File: config.mk
export PLATFORM = sky130hd
export DESIGN_NAME = pms_power_mode_sequencer
export DESIGN_NICKNAME = d
export VERILOG_FILES = /design/src/rtl/pms_sync.v /design/src/rtl/pms_timer.v /design/src/rtl/pms_power_mode_sequencer.v
export VERILOG_INCLUDE_DIRS = /design/src /design/src/common
export SDC_FILE = /design/constraint.sdc
export NUM_CORES = 1
export LEC_CHECK = 0
export ABC_AREA = 1
export ABC_CLOCK_PERIOD_IN_PS = 2750
export BUFFER_PORTS_ARGS = -buffer_cell sky130_fd_sc_hd__buf_2
export CAP_MARGIN = 20
export CELL_PAD_IN_SITES_DETAIL_PLACEMENT = 1
export CELL_PAD_IN_SITES_GLOBAL_PLACEMENT = 1
export CORE_MARGIN = 3
export CORE_UTILIZATION = 35
export CTS_BUF_LIST = sky130_fd_sc_hd__clkbuf_16
export DETAILED_ROUTE_END_ITERATION = 10
export GPL_ROUTABILITY_DRIVEN = 0
export PLACE_DENSITY_LB_ADDON = 0.1
export REMOVE_ABC_BUFFERS = 1
export SETUP_SLACK_MARGIN = 0.15
export SLEW_MARGIN = 20
export SYNTH_ARGS = -nofsm -noshare
export SYNTH_HDL_FRONTEND = slang
export SYNTH_SLANG_ARGS = --single-unit
File: constraint.sdc
create_clock -name CLK -period 2.75 [get_ports CLK]
set_input_delay 0.4125 -clock CLK [delete_from_list [all_inputs] [get_ports CLK]]
set_output_delay 0.4125 -clock CLK [all_outputs]
set_load 0.01 [all_outputs]
File: src/common/pms_map.vh
// Constants of the power mode sequencer: register offsets, fields, resets, timing.
//
// Notes on behaviour
// - Valid input feeds system rail, charges battery.
// - Ship holds off until input or press.
// - Ship entry ignores charge enable input.
// - Battery insertion without input or press enters ship.
// - Ship request waits for input removal.
// - Ship request waits for pushbutton release.
// - Button wake from ship needs battery above maximum threshold.
// - Host clearing request cancels pending ship.
// - Watchdog expiry keeps ship request set.
// - Low power needs pin, input, button, idle.
// - Low power stops clocks and serial port.
// - Regulator output keeps its pre-entry state.
// - Pin high or input leaves low power.
// - Overvoltage input forces active battery mode.
// - Held pushbutton keeps active battery mode.
// - Battery-only and above threshold turns FET on.
// - Overcurrent turns the discharge FET off.
// - Battery undervoltage turns discharge FET off.
// - Input insertion wakes logic, feeds rail conditionally.
// - Battery insertion samples button, wake timer.
// - Serial, charge enable, pin gated by mode.
`ifndef PMS_MAP_VH
`define PMS_MAP_VH
`define PMS_ADDR_CTRL 4'h0
`define PMS_ADDR_STATUS 4'h1
`define PMS_ADDR_WAKE 4'h2
`define PMS_CTRL_SHIP_BIT 0
`define PMS_CTRL_CHG_EN_BIT 1
`define PMS_CTRL_LSR_EN_BIT 2
`define PMS_CTRL_RESET 8'h06
`define PMS_WAKE_TIME_US 16'd500
`define PMS_CLK_MHZ 16'd40
`define PMS_WAKE_CYCLES 32'd20000
`define PMS_MODE_OFF 3'h0
`define PMS_MODE_SHIP 3'h1
`define PMS_MODE_LOWPWR 3'h2
`define PMS_MODE_BATT 3'h3
`define PMS_MODE_CHARGE 3'h4
`define PMS_MODE_INSERT 3'h5
`define PMS_MODE_WAKE 3'h6
`endif

File: src/rtl/pms_sync.v
// Two-flop synchroniser bank for asynchronous pins and comparators.
`timescale 1ns/1ps
module pms_sync #(
  parameter WIDTH = 8,
  parameter [WIDTH-1:0] INIT = {WIDTH{1'b0}}
) (
  input wire CLK,
  input wire RST,
  input wire [WIDTH-1:0] D,
  output wire [WIDTH-1:0] Q
);
  reg [WIDTH-1:0] meta;
  reg [WIDTH-1:0] stable;
  genvar i;
  generate
    for (i = 0; i < WIDTH; i = i + 1) begin : g_bit
      always @(posedge CLK) begin
        if (RST) begin
          meta[i] <= INIT[i];
          stable[i] <= INIT[i];
        end else begin
          meta[i] <= D[i];
          stable[i] <= meta[i];
        end
      end
    end
  endgenerate
  assign Q = stable;
endmodule // pms_sync

File: src/rtl/pms_timer.v
// Press timer that reports when a held level has lasted a set number of cycles.
`timescale 1ns/1ps
module pms_timer #(
  parameter WIDTH = 16
) (
  input wire CLK,
  input wire RST,
  input wire RUN,
  input wire [WIDTH-1:0] LIMIT,
  output reg DONE
);
  reg [WIDTH-1:0] count;
  always @(posedge CLK) begin
    if (RST || !RUN) begin
      count <= {WIDTH{1'b0}};
      DONE <= 1'b0;
    end else if (count >= LIMIT - 1'b1) begin
      DONE <= 1'b1;
    end else begin
      count <= count + 1'b1;
    end
  end
endmodule // pms_timer

File: src/rtl/pms_power_mode_sequencer.v
// Power mode sequencer: mode controller with a small register port.
`timescale 1ns/1ps
`include "pms_map.vh"
module pms_power_mode_sequencer #(
  parameter WAKE_CYCLES = `PMS_WAKE_CYCLES
) (
  input wire CLK,
  input wire RST,
  input wire [3:0] ADDR,
  input wire [7:0] WDATA,
  input wire WR,
  input wire RD,
  output reg [7:0] RDATA,
  input wire IN_ABOVE_UVLO,
  input wire IN_ABOVE_OVP,
  input wire IN_ABOVE_DPM,
  input wire IN_ABOVE_BAT_SLP,
  input wire BAT_PRESENT,
  input wire BAT_ABOVE_UVLO,
  input wire BAT_ABOVE_MAX_UVLO,
  input wire BAT_OVERCURRENT,
  input wire PUSHBUTTON_N,
  input wire LOW_POWER_PIN_N,
  input wire CHARGE_ENABLE_N,
  input wire CHARGE_DONE,
  input wire SERIAL_BUSY,
  input wire INT_PENDING,
  input wire WATCHDOG_EXPIRED,
  output reg LOGIC_RAIL_EN,
  output reg SYSTEM_RAIL_FROM_INPUT,
  output reg BATTERY_DISCHARGE_FET_ON,
  output reg CHARGE_ON,
  output reg OSC_EN,
  output reg SERIAL_EN,
  output reg INT_EN,
  output reg LOAD_SWITCH_REGULATOR_OUTPUT,
  output reg [2:0] MODE
);
  wire [7:0] sync_q;
  wire in_uvlo;
  wire in_ovp;
  wire in_dpm;
  wire in_slp;
  wire bat_present;
  wire bat_uvlo;
  wire bat_max;
  wire pushbutton_n;
  wire low_power_pin_n;
  wire wake_done;
  wire in_valid;
  reg [2:0] state;
  reg [2:0] next_state;
  reg ship_request_bit;
  reg charge_enable_bit;
  reg load_switch_regulator_enable;
  reg lsr_latched;
  reg insert_wake;
  reg ocp_trip;
  reg run_wake;

  pms_sync #(
    .WIDTH(8),
    .INIT(8'hc0)
  ) u_sync (
    .CLK(CLK),
    .RST(RST),
    .D({LOW_POWER_PIN_N, PUSHBUTTON_N, BAT_ABOVE_MAX_UVLO, BAT_ABOVE_UVLO,
        BAT_PRESENT, IN_ABOVE_BAT_SLP, IN_ABOVE_DPM, IN_ABOVE_UVLO}),
    .Q(sync_q)
  );
  assign in_uvlo = sync_q[0];
  assign in_dpm = sync_q[1];
  assign in_slp = sync_q[2];
  assign bat_present = sync_q[3];
  assign bat_uvlo = sync_q[4];
  assign bat_max = sync_q[5];
  assign pushbutton_n = sync_q[6];
  assign low_power_pin_n = sync_q[7];

  pms_sync #(
    .WIDTH(1),
    .INIT(1'b0)
  ) u_sync_ovp (
    .CLK(CLK),
    .RST(RST),
    .D(IN_ABOVE_OVP),
    .Q(in_ovp)
  );

  // An adapter above the overvoltage level is present but never counts as a valid input.
  assign in_valid = in_uvlo && !in_ovp;

  pms_timer #(
    .WIDTH(32)
  ) u_wake (
    .CLK(CLK),
    .RST(RST),
    .RUN(run_wake),
    .LIMIT(WAKE_CYCLES),
    .DONE(wake_done)
  );

  always @* begin
    run_wake = !pushbutton_n &&
      (state == `PMS_MODE_SHIP || state == `PMS_MODE_WAKE);
  end

  // Mode transitions.
  always @* begin
    next_state = state;
    case (state)
      `PMS_MODE_OFF: begin
        if (in_uvlo) begin
          next_state = `PMS_MODE_CHARGE;
        end else if (bat_present && bat_uvlo) begin
          next_state = `PMS_MODE_INSERT;
        end
      end
      `PMS_MODE_INSERT: begin
        if (in_uvlo) begin
          next_state = `PMS_MODE_CHARGE;
        end else if (pushbutton_n) begin
          next_state = `PMS_MODE_SHIP;
        end else begin
          next_state = `PMS_MODE_WAKE;
        end
      end
      `PMS_MODE_SHIP: begin
        if (in_uvlo) begin
          next_state = `PMS_MODE_CHARGE;
        end else if (!bat_present) begin
          next_state = `PMS_MODE_OFF;
        end else if (!pushbutton_n && bat_max) begin
          next_state = `PMS_MODE_WAKE;
        end
      end
      `PMS_MODE_WAKE: begin
        if (in_uvlo) begin
          next_state = `PMS_MODE_CHARGE;
        end else if (pushbutton_n) begin
          // Press released: wake only if held long enough.
          next_state = wake_done ? `PMS_MODE_BATT : `PMS_MODE_SHIP;
        end else if (wake_done && insert_wake) begin
          next_state = `PMS_MODE_BATT;
        end
      end
      `PMS_MODE_CHARGE: begin
        if (!in_valid) begin
          if (ship_request_bit && pushbutton_n) begin
            next_state = `PMS_MODE_SHIP;
          end else begin
            next_state = `PMS_MODE_BATT;
          end
        end
      end
      `PMS_MODE_BATT: begin
        if (in_valid) begin
          next_state = `PMS_MODE_CHARGE;
        end else if (!bat_present) begin
          // A removed battery leaves nothing to run from.
          next_state = `PMS_MODE_OFF;
        end else if (ship_request_bit && pushbutton_n) begin
          next_state = `PMS_MODE_SHIP;
        end else if (!low_power_pin_n && pushbutton_n && !in_ovp &&
                     !SERIAL_BUSY && !INT_PENDING) begin
          next_state = `PMS_MODE_LOWPWR;
        end
      end
      `PMS_MODE_LOWPWR: begin
        if (in_valid) begin
          next_state = `PMS_MODE_CHARGE;
        end else if (!bat_present) begin
          next_state = `PMS_MODE_OFF;
        end else if (low_power_pin_n || !pushbutton_n || in_ovp) begin
          next_state = `PMS_MODE_BATT;
        end
      end
      default: begin
        next_state = `PMS_MODE_OFF;
      end
    endcase
  end

  always @(posedge CLK) begin
    if (RST) begin
      state <= `PMS_MODE_OFF;
      insert_wake <= 1'b0;
    end else begin
      state <= next_state;
      // A wake begun at battery insertion powers up while held; one from ship needs release.
      if (state == `PMS_MODE_INSERT) begin
        insert_wake <= 1'b1;
      end else if (state != `PMS_MODE_WAKE) begin
        insert_wake <= 1'b0;
      end
    end
  end

  // Register port. Writes are only accepted in charge and battery modes; reads work in every mode.
  always @(posedge CLK) begin
    if (RST) begin
      ship_request_bit <= 1'b0;
      charge_enable_bit <= 1'b1;
      load_switch_regulator_enable <= 1'b1;
      RDATA <= 8'h00;
    end else begin
      if (WR && SERIAL_EN && ADDR == `PMS_ADDR_CTRL) begin
        ship_request_bit <= WDATA[`PMS_CTRL_SHIP_BIT];
        charge_enable_bit <= WDATA[`PMS_CTRL_CHG_EN_BIT];
        load_switch_regulator_enable <= WDATA[`PMS_CTRL_LSR_EN_BIT];
      end else if (state == `PMS_MODE_SHIP) begin
        ship_request_bit <= 1'b0;
      end
      if (RD) begin
        case (ADDR)
          `PMS_ADDR_CTRL: RDATA <= {5'h00, load_switch_regulator_enable,
                                    charge_enable_bit, ship_request_bit};
          `PMS_ADDR_STATUS: RDATA <= {ocp_trip, WATCHDOG_EXPIRED, bat_uvlo,
                                      in_uvlo, 1'b0, state};
          default: RDATA <= 8'hff;
        endcase
      end
    end
  end

  // Overcurrent latch, released by a valid input or by ship mode.
  always @(posedge CLK) begin
    if (RST) begin
      ocp_trip <= 1'b0;
    end else if (BAT_OVERCURRENT) begin
      ocp_trip <= 1'b1;
    end else if (in_valid || state == `PMS_MODE_SHIP) begin
      ocp_trip <= 1'b0;
    end
  end

  // Regulator state frozen across low power.
  always @(posedge CLK) begin
    if (RST) begin
      lsr_latched <= 1'b0;
    end else if (state != `PMS_MODE_LOWPWR) begin
      lsr_latched <= load_switch_regulator_enable;
    end
  end

  always @(posedge CLK) begin
    if (RST) begin
      LOGIC_RAIL_EN <= 1'b0;
      SYSTEM_RAIL_FROM_INPUT <= 1'b0;
      BATTERY_DISCHARGE_FET_ON <= 1'b0;
      CHARGE_ON <= 1'b0;
      OSC_EN <= 1'b1;
      SERIAL_EN <= 1'b0;
      INT_EN <= 1'b0;
      LOAD_SWITCH_REGULATOR_OUTPUT <= 1'b0;
      MODE <= `PMS_MODE_OFF;
    end else begin
      MODE <= state;
      LOGIC_RAIL_EN <= state != `PMS_MODE_SHIP && state != `PMS_MODE_OFF;
      SYSTEM_RAIL_FROM_INPUT <= state == `PMS_MODE_CHARGE && in_slp && !in_ovp && in_dpm;
      CHARGE_ON <= state == `PMS_MODE_CHARGE && in_dpm && !in_ovp &&
                   charge_enable_bit && !charge_blocked(CHARGE_ENABLE_N, CHARGE_DONE);
      BATTERY_DISCHARGE_FET_ON <= (state == `PMS_MODE_BATT ||
                                   state == `PMS_MODE_LOWPWR) &&
                                  bat_uvlo && !ocp_trip && !BAT_OVERCURRENT;
      OSC_EN <= state != `PMS_MODE_LOWPWR && state != `PMS_MODE_SHIP;
      SERIAL_EN <= state == `PMS_MODE_CHARGE || state == `PMS_MODE_BATT;
      INT_EN <= state == `PMS_MODE_CHARGE || state == `PMS_MODE_BATT;
      LOAD_SWITCH_REGULATOR_OUTPUT <= (state == `PMS_MODE_LOWPWR) ? lsr_latched :
        ((state == `PMS_MODE_CHARGE || state == `PMS_MODE_BATT) &&
         load_switch_regulator_enable);
    end
  end

  // Charging is blocked by the pin being high or by termination.
  function charge_blocked;
    input ce_n;
    input done;
    begin
      charge_blocked = ce_n | done;
    end
  endfunction
endmodule // pms_power_mode_sequencer

==> results of run 1 <==
==> logic make-up (layout without fill, tap and decap cells) <==
kind of cell	after synthesis	count (layout)	share of synthesized area, %
AOI/OAI and AO/OA	50	50	8.31
xor gates and xnor gates	5	5	1.32
adders and majority gates	1	1	0.378
buffers and inverters	80	130	9.93
DFF	78	78	47.1
and+or+nand+nor	259	259	32.9
==> cell usage in the layout, fill, tap and decap left out, types with 4 or more instances in the layout <==
master / count
nand2_1: 101
nor2_1: 95
dfxtp_1: 78
inv_1: 65
buf_2: 44
nand3_1: 33
a21oi_1: 26
nand4_1: 16
o21ai_0: 14
clkbuf_16: 9
a31oi_1: 4
or2_2: 4
xnor2_1: 4
==> worst paths after layout <==
path                                  endpoint  slack (ns)  cells after the start
worst max-delay path               u_wake.DONE        0.85                      8
worst min-delay path            u_sync.meta[6]        0.27                      2
worst max register to register     u_wake.DONE        0.85                      8
worst min register to register     u_sync.Q[2]        0.40                      2
==> worst max-delay path, stage by stage (launching register included) <==
cell	delay, ns
dfxtp_1	0.30
inv_1	0.06
nand2_1	0.07
nor2_1	0.11
nand2_1	0.06
nor2_1	0.45
nand3_2	0.44
nor2_1	0.20
nor2_1	0.05
==> registers in the layout (all words and copies together), names as in the netlist, 3 cells and up <==
signal        cells
MODE              3
u_wake.count     32
RDATA             8
state             3
u_sync.Q          8
u_sync.meta       8
==> power groups by stage <==
stage	combinational [uW]	clock, uW	sequential, uW
after global routing	497	1440	1270
after detailed placement	434	0	1280
after floorplan	263	0	1290
after global placement	426	0	1280
after CTS	436	1380	1260
final	430	1350	1260
==> metal layers <==
layer,part of all wire [%],global-route usage (%),vias up
li1,-,-,1574
met1,50,21.8,1384
met2,44,26.2,57
met3,4.8,3.02,7
met4,0.88,5.68,0
met5,0,0,-
==> final cells by class <==
cell class / count / area share [%]
clock buffer: 9 / 5.67
clock inverter: 7 / 2.86
inverter: 67 / 6.33
multi-input combinational: 315 / 35.8
sequential: 78 / 39.3
tap: 126 / 3.97
timing repair buffer: 47 / 6.11
==> metrics by stage <==
stage               hold WS, ns  area (sq um)  setup slack (ns)  total power [uW]
global route              0.260          3980             0.619              3200
finish                    0.266          3980             0.855              3030
detailed placement        0.396          3640             0.878              1720
global placement          0.393          3640             0.966              1710
floorplan                 0.388          3240              1.18              1550
CTS                       0.257          3980             0.841              3070
==> results by group, run 1 <==
Cells and area
  • Final non-filler cell total: 649
  • FF+latch area: 0.00156 sq mm
  • ANT cells: 0
  • Final core occ: 44.3%
  • Fraction of layout cells with a size suffix above 1: 14.0%
  • Area delta synth->final: 20.0%
  • Fin nets: 550
  • Fillers: 1139
  • Area occupied by multi-input gates: 0.00142 sq mm

Power
  • Static leakage: 0.00173 uW
  • Peak VDD IR: 282 uV
  • Comb pwr share: 14.2%
  • Cell Pwr Density: 763 mW/mm^2
  • Switch share: 26.3%
  • Sequential share of power: 41.5%
  • Sw power: 800 uW
  • Clock power share: 44.4%
  • Cell-internal power: 2240 uW

Logic synthesis
  • Top-area cell type share of the netlist area: 47.1%
  • Commonest cells post-synth: 101 x nand2_1, 95 x nor2_1, 78 x dfxtp_1, 64 x inv_1, 33 x nand3_1
  • Synthesized flop and latch total: 78
  • Post-Synthesis Cells: 473
  • Number of synthesized flops with an enable pin: 0
  • Sequential cell area fraction in the yosys report: 47.1%
  • Ys async rst share: 0%
  • Synth Warn #: 0
  • Distinct cell type count after synthesis: 29
  • Netlist Area Pre-Place: 0.00331 sq mm
  • Most used standard cell by instance count after synthesis: nand2_1
  • Top area cells in the synthesized netlist: dfxtp_1 47%, nand2_1 11%, nor2_1 11%
  • Most common flop cell mapped by yosys: dfxtp_1
  • Area leader, netlist: dfxtp_1
  • Mapped Avg Cell Area: 7.00 sq um

Clock network
  • Worst skew pair latency: 0.33 ns
  • # clock sinks: 78
  • Worst-case clock buffer depth: 2
  • CTS Hold Bufs: 0
  • CTS tree: yes
  • CTS root buffer: clkbuf_16
  • PostCTS Resize Cnt: 0
  • Setup bufs post-CTS: 0
  • H-tree Lvls: 3
  • CTS Buf Count: 9
  • CTS clock-pin slew for the worst setup and hold paths: 0.06 ns

Route
  • DR vias: 3022
  • DR iter-0 viols: 121
  • DR WL/cell: 12.6 um
  • TritonRoute pass-1 iters: 4
  • Detail Route Antenna Nets: 0
  • Drt drc: 0
  • Final WL: 8170 um
  • Routed vias/inst: 4.66

Worst hold path
  • Hold path start: PUSHBUTTON_N
  • Hold/Removal Path Class: primary input to flip-flop

Setup path
  • Worst Path Required: 2.94 ns
  • RR Startpoint: u_wake.count[27]
  • Arrival time of the worst setup path: 2.09 ns
  • Crit path launch type: flip-flop
  • Crit path launch: u_wake.count[27]
  • Worst Setup End Kind: flip-flop
  • Crit Path Category: flip-flop to flip-flop
  • CP max FO: 15

Timing
  • Final worst path period share: 68.9%
  • Clk_skew: 0.00716 ns
  • Worst slew margin: 53.6%
  • Pins Over Slew Limit: 0
  • Setup TNS Final: 0 ns
  • Final setup viols: 0
  • Slew @ Worst Pin: 0.694 ns
  • Minimum clock period: 1.90 ns
  • Final hold vios: 0
  • RSZ-0062 raised after global routing: false
  • F_max: 528 MHz

Global route
  • Global-route wire length before repair: 13600 um
  • Initial antenna violation count: 0
  • Global route overflow: 0
  • Tot GR Track Use: 16.2%
  • Number of global-route vias before repair: 2959
  • Largest net degree at the start of global routing: 34

Floorplan
  • I/O pin total: 50
  • Die Span X: 103 um
  • Initial core utilization: 36.9%
  • Core ar.: 0.00898 sq mm
  • Die ar.: 0.0107 sq mm
  • Chip height: 103 um
  • Rows: 34

Place
  • Port Buf Inserts: 44
  • Placed insts: 633
  • Dpl hpwl: 5970 um

Status
  • Status: completed

Run
  • Max cap viols: 0
No activity file was read; power rests on OpenSTA's default activity.
==> run 2, diff against run 1 <==
- ABC_CLOCK_PERIOD_IN_PS: 2750 -> 1580
- clock period: 2.75 -> 1.58 ns (I/O delays scaled with it)
==> run 2 against run 1 <==
Against the previous run: wire length up 15%; die area unchanged; sequential cell count unchanged; register-to-register slack worse by 0.70 ns; first-iteration DRC count down 25%; sequential power up 77%; largest cell class is now multi-input combinational cells; critical endpoint is now u_wake.count[6]; count of clock-buffer cells in the layout unchanged; fmax up 33%; clock skew up 0.0010 ns.
==> results by group, run 2 (synthesis results as in run 1) <==
Cells and area
  • Max reg flops: 32 (unchanged)
  • Fraction of layout cells with a size suffix above 1: 28.4% (+14 points)
  • Final non-filler cell total: 679 (+4.6%)
  • Most frequent cells in the layout: 94 x nand2_1, 79 x nor2_1, 72 x dfxtp_1
  • Largest Register: u_wake.count
  • ANT cells: 0 (unchanged)
  • Area delta synth->final: 34.4%
  • Most common cell after layout, fill and taps aside: nand2_1
  • Fillers: 1141 (+0.18%)
  • Final core occ: 49.6% (+5.3 points)
  • Fin nets: 580 (+5.5%)

Setup path
  • Delay-heaviest family, CP: simple AND/OR/NAND/NOR gates
  • CP max FO: 8 (-7)
  • Worst Setup End Kind: flip-flop
  • Crit path launch type: flip-flop
  • Worst Path Required: 1.84 ns (-1.10 ns)
  • Worst-path cell with the longest stage delay: dfxtp_2
  • Critical path buffers and inverters: 2 (+1)
  • CP cell instances: buf_6 -> inv_2 -> nor2_1 -> nand2_1 -> nor2_2 -> nand2_4 -> nand3_4 -> nand2_1 -> a21oi_2
  • Crit-path max cell delay: 0.33 ns (-0.12 ns)
  • Most used cell, CP: nand2_1
  • Crit Path Category: flip-flop to flip-flop
  • Arrival time of the worst setup path: 1.68 ns (-0.41 ns)

Timing
  • Pins Over Slew Limit: 0 (unchanged)
  • Setup TNS Final: 0 ns (unchanged)
  • Worst slew margin: 80.6% (+27 points)
  • F_max: 704 MHz (+33%)
  • Final setup viols: 0 (unchanged)
  • Final worst path period share: 89.9% (+21 points)
  • Slew @ Worst Pin: 0.289 ns (-0.405 ns)
  • RSZ-0062 raised after global routing: true
  • Hold WS: 0.0879 ns (-0.178 ns)
  • Final hold vios: 0 (unchanged)
  • Clk_skew: 0.00819 ns (+0.00103 ns)
  • Minimum clock period: 1.42 ns (-0.475 ns)

Clock network
  • # clock sinks: 78 (unchanged)
  • CTS root buffer: clkbuf_16
  • Worst skew pair latency: 0.33 ns (about the same)
  • Worst-case clock buffer depth: 2 (unchanged)
  • CTS Buf Count: 9 (unchanged)
  • H-tree Lvls: 3 (unchanged)
  • CTS clock-pin slew for the worst setup and hold paths: 0.06 ns (about the same)
  • CTS Hold Bufs: 0 (unchanged)
  • CTS tree: yes

Route
  • DR iter-0 viols: 91 (-25%)
  • Final WL: 9360 um (+15%)
  • DR vias: 3279 (+8.5%)
  • TritonRoute pass-1 iters: 4 (unchanged)
  • Detail Route Antenna Nets: 0 (unchanged)
  • Routed vias/inst: 4.83 (+3.7%)
  • Drt drc: 0 (unchanged)
  • DR WL/cell: 13.8 um (+9.5%)

Floorplan
  • Rows: 34 (unchanged)
  • Die Span X: 103 um (unchanged)
  • I/O pin total: 50 (unchanged)
  • Chip height: 103 um (unchanged)
  • Initial core utilization: 36.9% (unchanged)
  • Core ar.: 0.00898 sq mm (unchanged)
  • Die ar.: 0.0107 sq mm (unchanged)

Power
  • Cell Pwr Density: 1210 mW/mm^2 (+59%)
  • Static leakage: 0.00195 uW (+13%)
  • Peak VDD IR: 485 uV (+72%)

Place
  • Port Buf Inserts: 44 (unchanged)
  • Placed insts: 652 (+3.0%)
  • Dpl hpwl: 6190 um (+3.7%)

Global route
  • Largest net degree at the start of global routing: 34 (unchanged)
  • Global-route wire length before repair: 14300 um (+4.9%)
  • Global route overflow: 0 (unchanged)
  • Initial antenna violation count: 0 (unchanged)
  • Tot GR Track Use: 16.9% (+0.67 points)
  • Number of global-route vias before repair: 3154 (+6.6%)

Status
  • Status: completed

Worst hold path
  • Hold/Removal Path Class: primary input to flip-flop

Run
  • Max cap viols: 0 (unchanged)
[run 2: cell count changes in the layout (fill, tap and decap cells not counted), moves of 8 or more]
| cell | delta |
|---|---|
| inv_1 | -8 |
| a21oi_2 | +8 |
| nor2_2 | +11 |
| a21oi_1 | -8 |
| inv_2 | +8 |
| nor2_1 | -16 |
| buf_4 | +21 |
[run 2: final cells by class]
type	count	area, sq um	area share (%)
multi-input cells	317	1640	36.8
flip-flops and latches	78	1580	35.4
repair buffers	75	510	11.5
inverters	67	254	5.71
clock buffers	9	225	5.06
well taps	126	158	3.54
clock inverters	7	91.3	2.05
[run 2: worst reg2reg max path, cell delays in order (launching register included)]
cell and delay (ns):
dfxtp_2 0.33, buf_6 0.11, inv_2 0.04, nor2_1 0.14, nand2_1 0.09, nor2_2 0.15, nand2_4 0.10, nand3_4 0.15
nand2_1 0.10, a21oi_2 0.14
[run 2: through the flow]
stage | setup slack (ns) | total power [uW] | area (sq um)
2_1_floorplan | 0.0110 | 2700 | 3240
3_3_place_gp | -0.0433 | 3020 | 3790
3_5_place_dp | -0.147 | 3040 | 3790
4_1_cts | 0.125 | 5290 | 4150
5_1_grt | 0.0575 | 5680 | 4450
6_report | 0.159 | 5400 | 4450
[run 2: final timing paths]
check	startpoint	end	slack, ns	cells past startpoint
worst min-delay path	LOW_POWER_PIN_N	u_sync.meta[7]	0.09	2
worst max-delay path	u_wake.count[9]	u_wake.count[6]	0.16	9
worst max register to register	u_wake.count[9]	u_wake.count[6]	0.16	9
worst min register to register	u_sync_ovp.meta	u_sync_ovp.Q	0.40	2
[run 2: routing by layer]
metal	GRT usage (%)	share of wire (%)	routed length [um]	up-vias
met5	0	0	0	-
met2	27.1	47	4400	58
met4	6.27	1.3	122	0
met3	3.35	3.5	329	10
li1	-	-	-	1649
met1	22.6	48	4510	1562
[run 2: where the power goes]
group | switching, uW | internal [uW] | leakage [uW] | total (uW)
Combinational | 582 | 391 | 0.00115 | 973
Clock | 820 | 1370 | 0.000154 | 2200
Sequential | 120 | 2110 | 0.000640 | 2230
Total | 1520 | 3880 | 0.00195 | 5400
[run 2: timing repair]
| item | 4_1_cts | 5_1_grt |
|---|---|---|
| endpoints found under the setup margin | 37 | 31 |
| resized for setup | 14 | 62 |
| gates cloned | 0 | 3 |
| pin swaps | 2 | 21 |
| buffers inserted | 0 | 8 |
==> run 3, diff against run 2 <==
- SKIP_LAST_GASP: unset -> 1
- SYNTH_HIERARCHICAL: unset -> 1
==> run 3 against run 2 <==
Against the previous run: the flow now finishes with violations (negative setup slack); sequential cell count did not move; non-clock buffer count is 36 higher; clock power barely moved; global-route usage up 2.8 points; die area rose by 54%.
==> results by group, run 3 <==
Status
  • Status: complete, but fails checks
  • Failing checks: negative setup slack

Logic synthesis
  • Compound-gate portion of the synthesized area: 7.91% (-0.40 points)
  • XOR/XNOR share of the synthesized area: 4.85% (+3.5 points)
  • Most common flop cell mapped by yosys: dfxtp_1
  • Commonest cells post-synth: 170 x nor2_1, 169 x nand2_1, 91 x inv_1, 79 x nand3_1, 78 x dfxtp_1
  • Distinct cell type count after synthesis: 34 (+17%)
  • Largest family of logic cells by synthesized area: simple AND/OR/NAND/NOR gates
  • Mapped Avg Cell Area: 6.47 sq um (-7.7%)
  • Area leader, netlist: dfxtp_1
  • Netlist Area Pre-Place: 0.00524 sq mm (+58%)
  • Ys async rst share: 0% (unchanged)
  • Sequential cell area fraction in the yosys report: 29.8% (-17 points)
  • Post-Synthesis Cells: 810 (+71%)
  • Number of synthesized flops with an enable pin: 0 (unchanged)
  • Top area cells in the synthesized netlist: dfxtp_1 30%, nor2_1 12%, nand2_1 12%
  • Synthesized flop and latch total: 78 (unchanged)
  • Synth Area in Simple Gates: 39.2% (+6.3 points)
  • Post-Synth Adder-Cell Area: 8.12% (+7.7 points)
  • Synth Warn #: 6 (+6)
  • Most used standard cell by instance count after synthesis: nor2_1
  • Mux contribution to synthesized area: 0% (unchanged)
  • Top-area cell type share of the netlist area: 29.8% (-17 points)

Power
  • Sequential share of power: 39.4% (-1.9 points)
  • Clock power share: 39.1% (-1.5 points)
  • Peak VDD IR: 733 uV (+51%)
  • Cell-internal power: 3980 uW (+2.5%)
  • Switch share: 30.0% (+1.8 points)
  • Sw power: 1700 uW (+12%)
  • Cell Pwr Density: 798 mW/mm^2 (-34%)
  • Design Power: 5680 uW (+5.2%)
  • Static leakage: 0.00335 uW (+72%)
  • Comb pwr share: 21.5% (+3.5 points)

Clock network
  • H-tree Lvls: 3 (unchanged)
  • Worst-case clock buffer depth: 2 (unchanged)
  • CTS clock-pin slew for the worst setup and hold paths: 0.06 ns (about the same)
  • Worst skew pair latency: 0.34 ns (about the same)
  • CTS Buf Count: 9 (unchanged)
  • # clock sinks: 78 (unchanged)
  • CTS root buffer: clkbuf_16
  • CTS Hold Bufs: 0 (unchanged)
  • CTS tree: yes

Worst hold path
  • Hold/Removal Path Class: primary input to flip-flop
  • Hold path start: BAT_OVERCURRENT
  • Worst min-delay path endpoint: BATTERY_DISCHARGE_FET_ON
  • Hold path depth: 2 (unchanged)

Global route
  • Initial antenna violation count: 0 (unchanged)
  • Number of global-route vias before repair: 5875 (+86%)
  • Tot GR Track Use: 19.7% (+2.8 points)
  • Largest net degree at the start of global routing: 34 (unchanged)
  • Global-route wire length before repair: 26700 um (+87%)
  • Global route overflow: 0 (unchanged)

Place
  • Dpl hpwl: 11800 um (+91%)
  • Port Buf Inserts: 44 (unchanged)

Setup path
  • RR Startpoint: u_wake/count[31]
  • Crit Path Category: flip-flop to flip-flop
  • Reg2reg end: u_wake/count[11]
  • Worst reg2reg setup slack: -0.38 ns (-0.53 ns)
  • R2r worst-path depth: 10 (+1)
  • Worst Path Required: 1.85 ns (about the same)
  • Crit path launch type: flip-flop
  • Arrival time of the worst setup path: 2.23 ns (+0.55 ns)
  • CP max FO: 8 (unchanged)
  • Worst Setup End Kind: flip-flop

Cells and area
  • Fin nets: 1067 (+84%)
  • Fraction of layout cells with a size suffix above 1: 21.4% (-7.0 points)
  • Largest Register: u_wake/count
  • Final core occ: 48.8% (-0.82 points)
  • Max reg flops: 32 (unchanged)
  • Most common cell after layout, fill and taps aside: nor2_1
  • Most frequent cells in the layout: 162 x nor2_1, 160 x nand2_1, 92 x conb_1
  • Area delta synth->final: 35.9%
  • ANT cells: 0 (unchanged)

Route
  • TritonRoute pass-1 iters: 4 (unchanged)
  • Detail Route Antenna Nets: 0 (unchanged)
  • DR vias: 5563 (+70%)
  • Routed vias/inst: 4.67 (-3.3%)
  • DR iter-0 viols: 117 (+29%)
  • Drt drc: 0 (unchanged)
  • DR WL/cell: 13.2 um (-4.2%)
  • Final WL: 15700 um (+68%)

Floorplan
  • Die ar.: 0.0165 sq mm (+54%)
  • Die Span X: 128 um (+24%)
  • Chip height: 128 um (+24%)
  • Rows: 44 (+29%)
  • Initial core utilization: 35.9% (-1.0 points)
  • I/O pin total: 50 (unchanged)
  • Core ar.: 0.0146 sq mm (+63%)

Timing
  • Final hold vios: 0 (unchanged)
  • RSZ-0062 raised after global routing: true
  • Pins Over Slew Limit: 0 (unchanged)
  • Worst slew margin: 66.5% (-14 points)
  • Setup TNS Final: -10.59 ns (-10.59 ns)
  • Minimum clock period: 1.96 ns (+0.535 ns)
  • Clk_skew: 0.00859 ns (+0.000403 ns)
  • F_max: 511 MHz (-27%)
  • Final setup viols: 33 (+33)
  • Setup WS post-layout: -0.375 ns (-0.535 ns)
  • Final worst path period share: 124% (+34 points)
  • Hold WS: 0.0789 ns (-0.00901 ns)
  • Slew @ Worst Pin: 0.503 ns (+0.214 ns)

Run
  • Max cap viols: 0 (unchanged)
[run 3: cell count changes after synthesis, sizes merged, moves of 7 or more]
cell and change:
nor2 +93, ha +33, a21oi +28, nand3 +49, inv +29, xor2 +17
nand2 +72, xnor2 +7, buf +12
[run 3: per-layer routing]
metal / global-route usage, % / up-vias / wire length (um)
met2: 37.1 / 48 / 8290
met1: 23.2 / 2628 / 6880
met3: 2.08 / 17 / 289
met5: 0 / - / 0
li1: - / 2870 / -
met4: 6.24 / 0 / 264
[run 3: cells by family after synthesis]
| group | Yosys count |
|---|---|
| simple gates | 473 |
| buf+inv | 116 |
| compound gates | 78 |
| flops | 78 |
| fa+ha+maj | 34 |
| xor+xnor | 29 |
| other cells | 2 |
[run 3: worst max path at each step]
stage                                start          endpoint  slack (ns)  depth (start not counted)
after floorplan            u_wake/count[7]       u_wake/DONE       -0.85                         10
after global placement    u_wake/count[23]  u_wake/count[30]       -0.60                          9
after detailed placement  u_wake/count[23]  u_wake/count[27]       -0.64                          9
after CTS                 u_wake/count[23]   u_wake/count[9]       -0.36                         11
after global routing      u_wake/count[23]  u_wake/count[11]       -0.53                         10
final                     u_wake/count[31]  u_wake/count[11]       -0.38                         10
[run 3: final cells by class]
type	count	area [sq um]
fill	1958	7470
clock buffer	9	225
clock inverter	7	87.6
inverter	96	360
tap	184	230
sequential	78	1590
multi-input combinational	706	3750
timing repair buffer	111	876
[run 3: repair_timing]
item	in CTS	in global routing
gates resized for setup	23	55
hold endpoints to repair	0	0
pin swaps	0	13
cloned	3	1
endpoints found under the setup margin	36	37
buffers inserted	2	4
[run 3: stage by stage]
step	std cells	area [sq um]	setup WS, ns
floorplan	880	5420	-0.852
detailed placement	1165	6350	-0.636
global route	1191	7120	-0.534
global placement	1165	6350	-0.601
finish	1191	7120	-0.375
CTS	1186	6860	-0.359
[run 3: critical path, cell delays in order (launching register included)]
cell	delay, ns
dfxtp_1	0.31
ha_1	0.29
nand2_1	0.07
inv_1	0.06
nand3_1	0.14
nor3_4	0.36
nand2_4	0.14
bufbuf_16	0.30
nand3_1	0.06
nand2_1	0.06
nor2_1	0.09
[run 3: power groups by stage]
| stage | Combinational [uW] | Sequential (uW) | Clock (uW) |
|---|---|---|---|
| 2_1_floorplan | 608 | 2280 | 0 |
| 3_3_place_gp | 985 | 2250 | 0 |
| 3_5_place_dp | 1020 | 2250 | 0 |
| 4_1_cts | 1060 | 2220 | 2270 |
| 5_1_grt | 1380 | 2250 | 2380 |
| 6_report | 1220 | 2240 | 2220 |
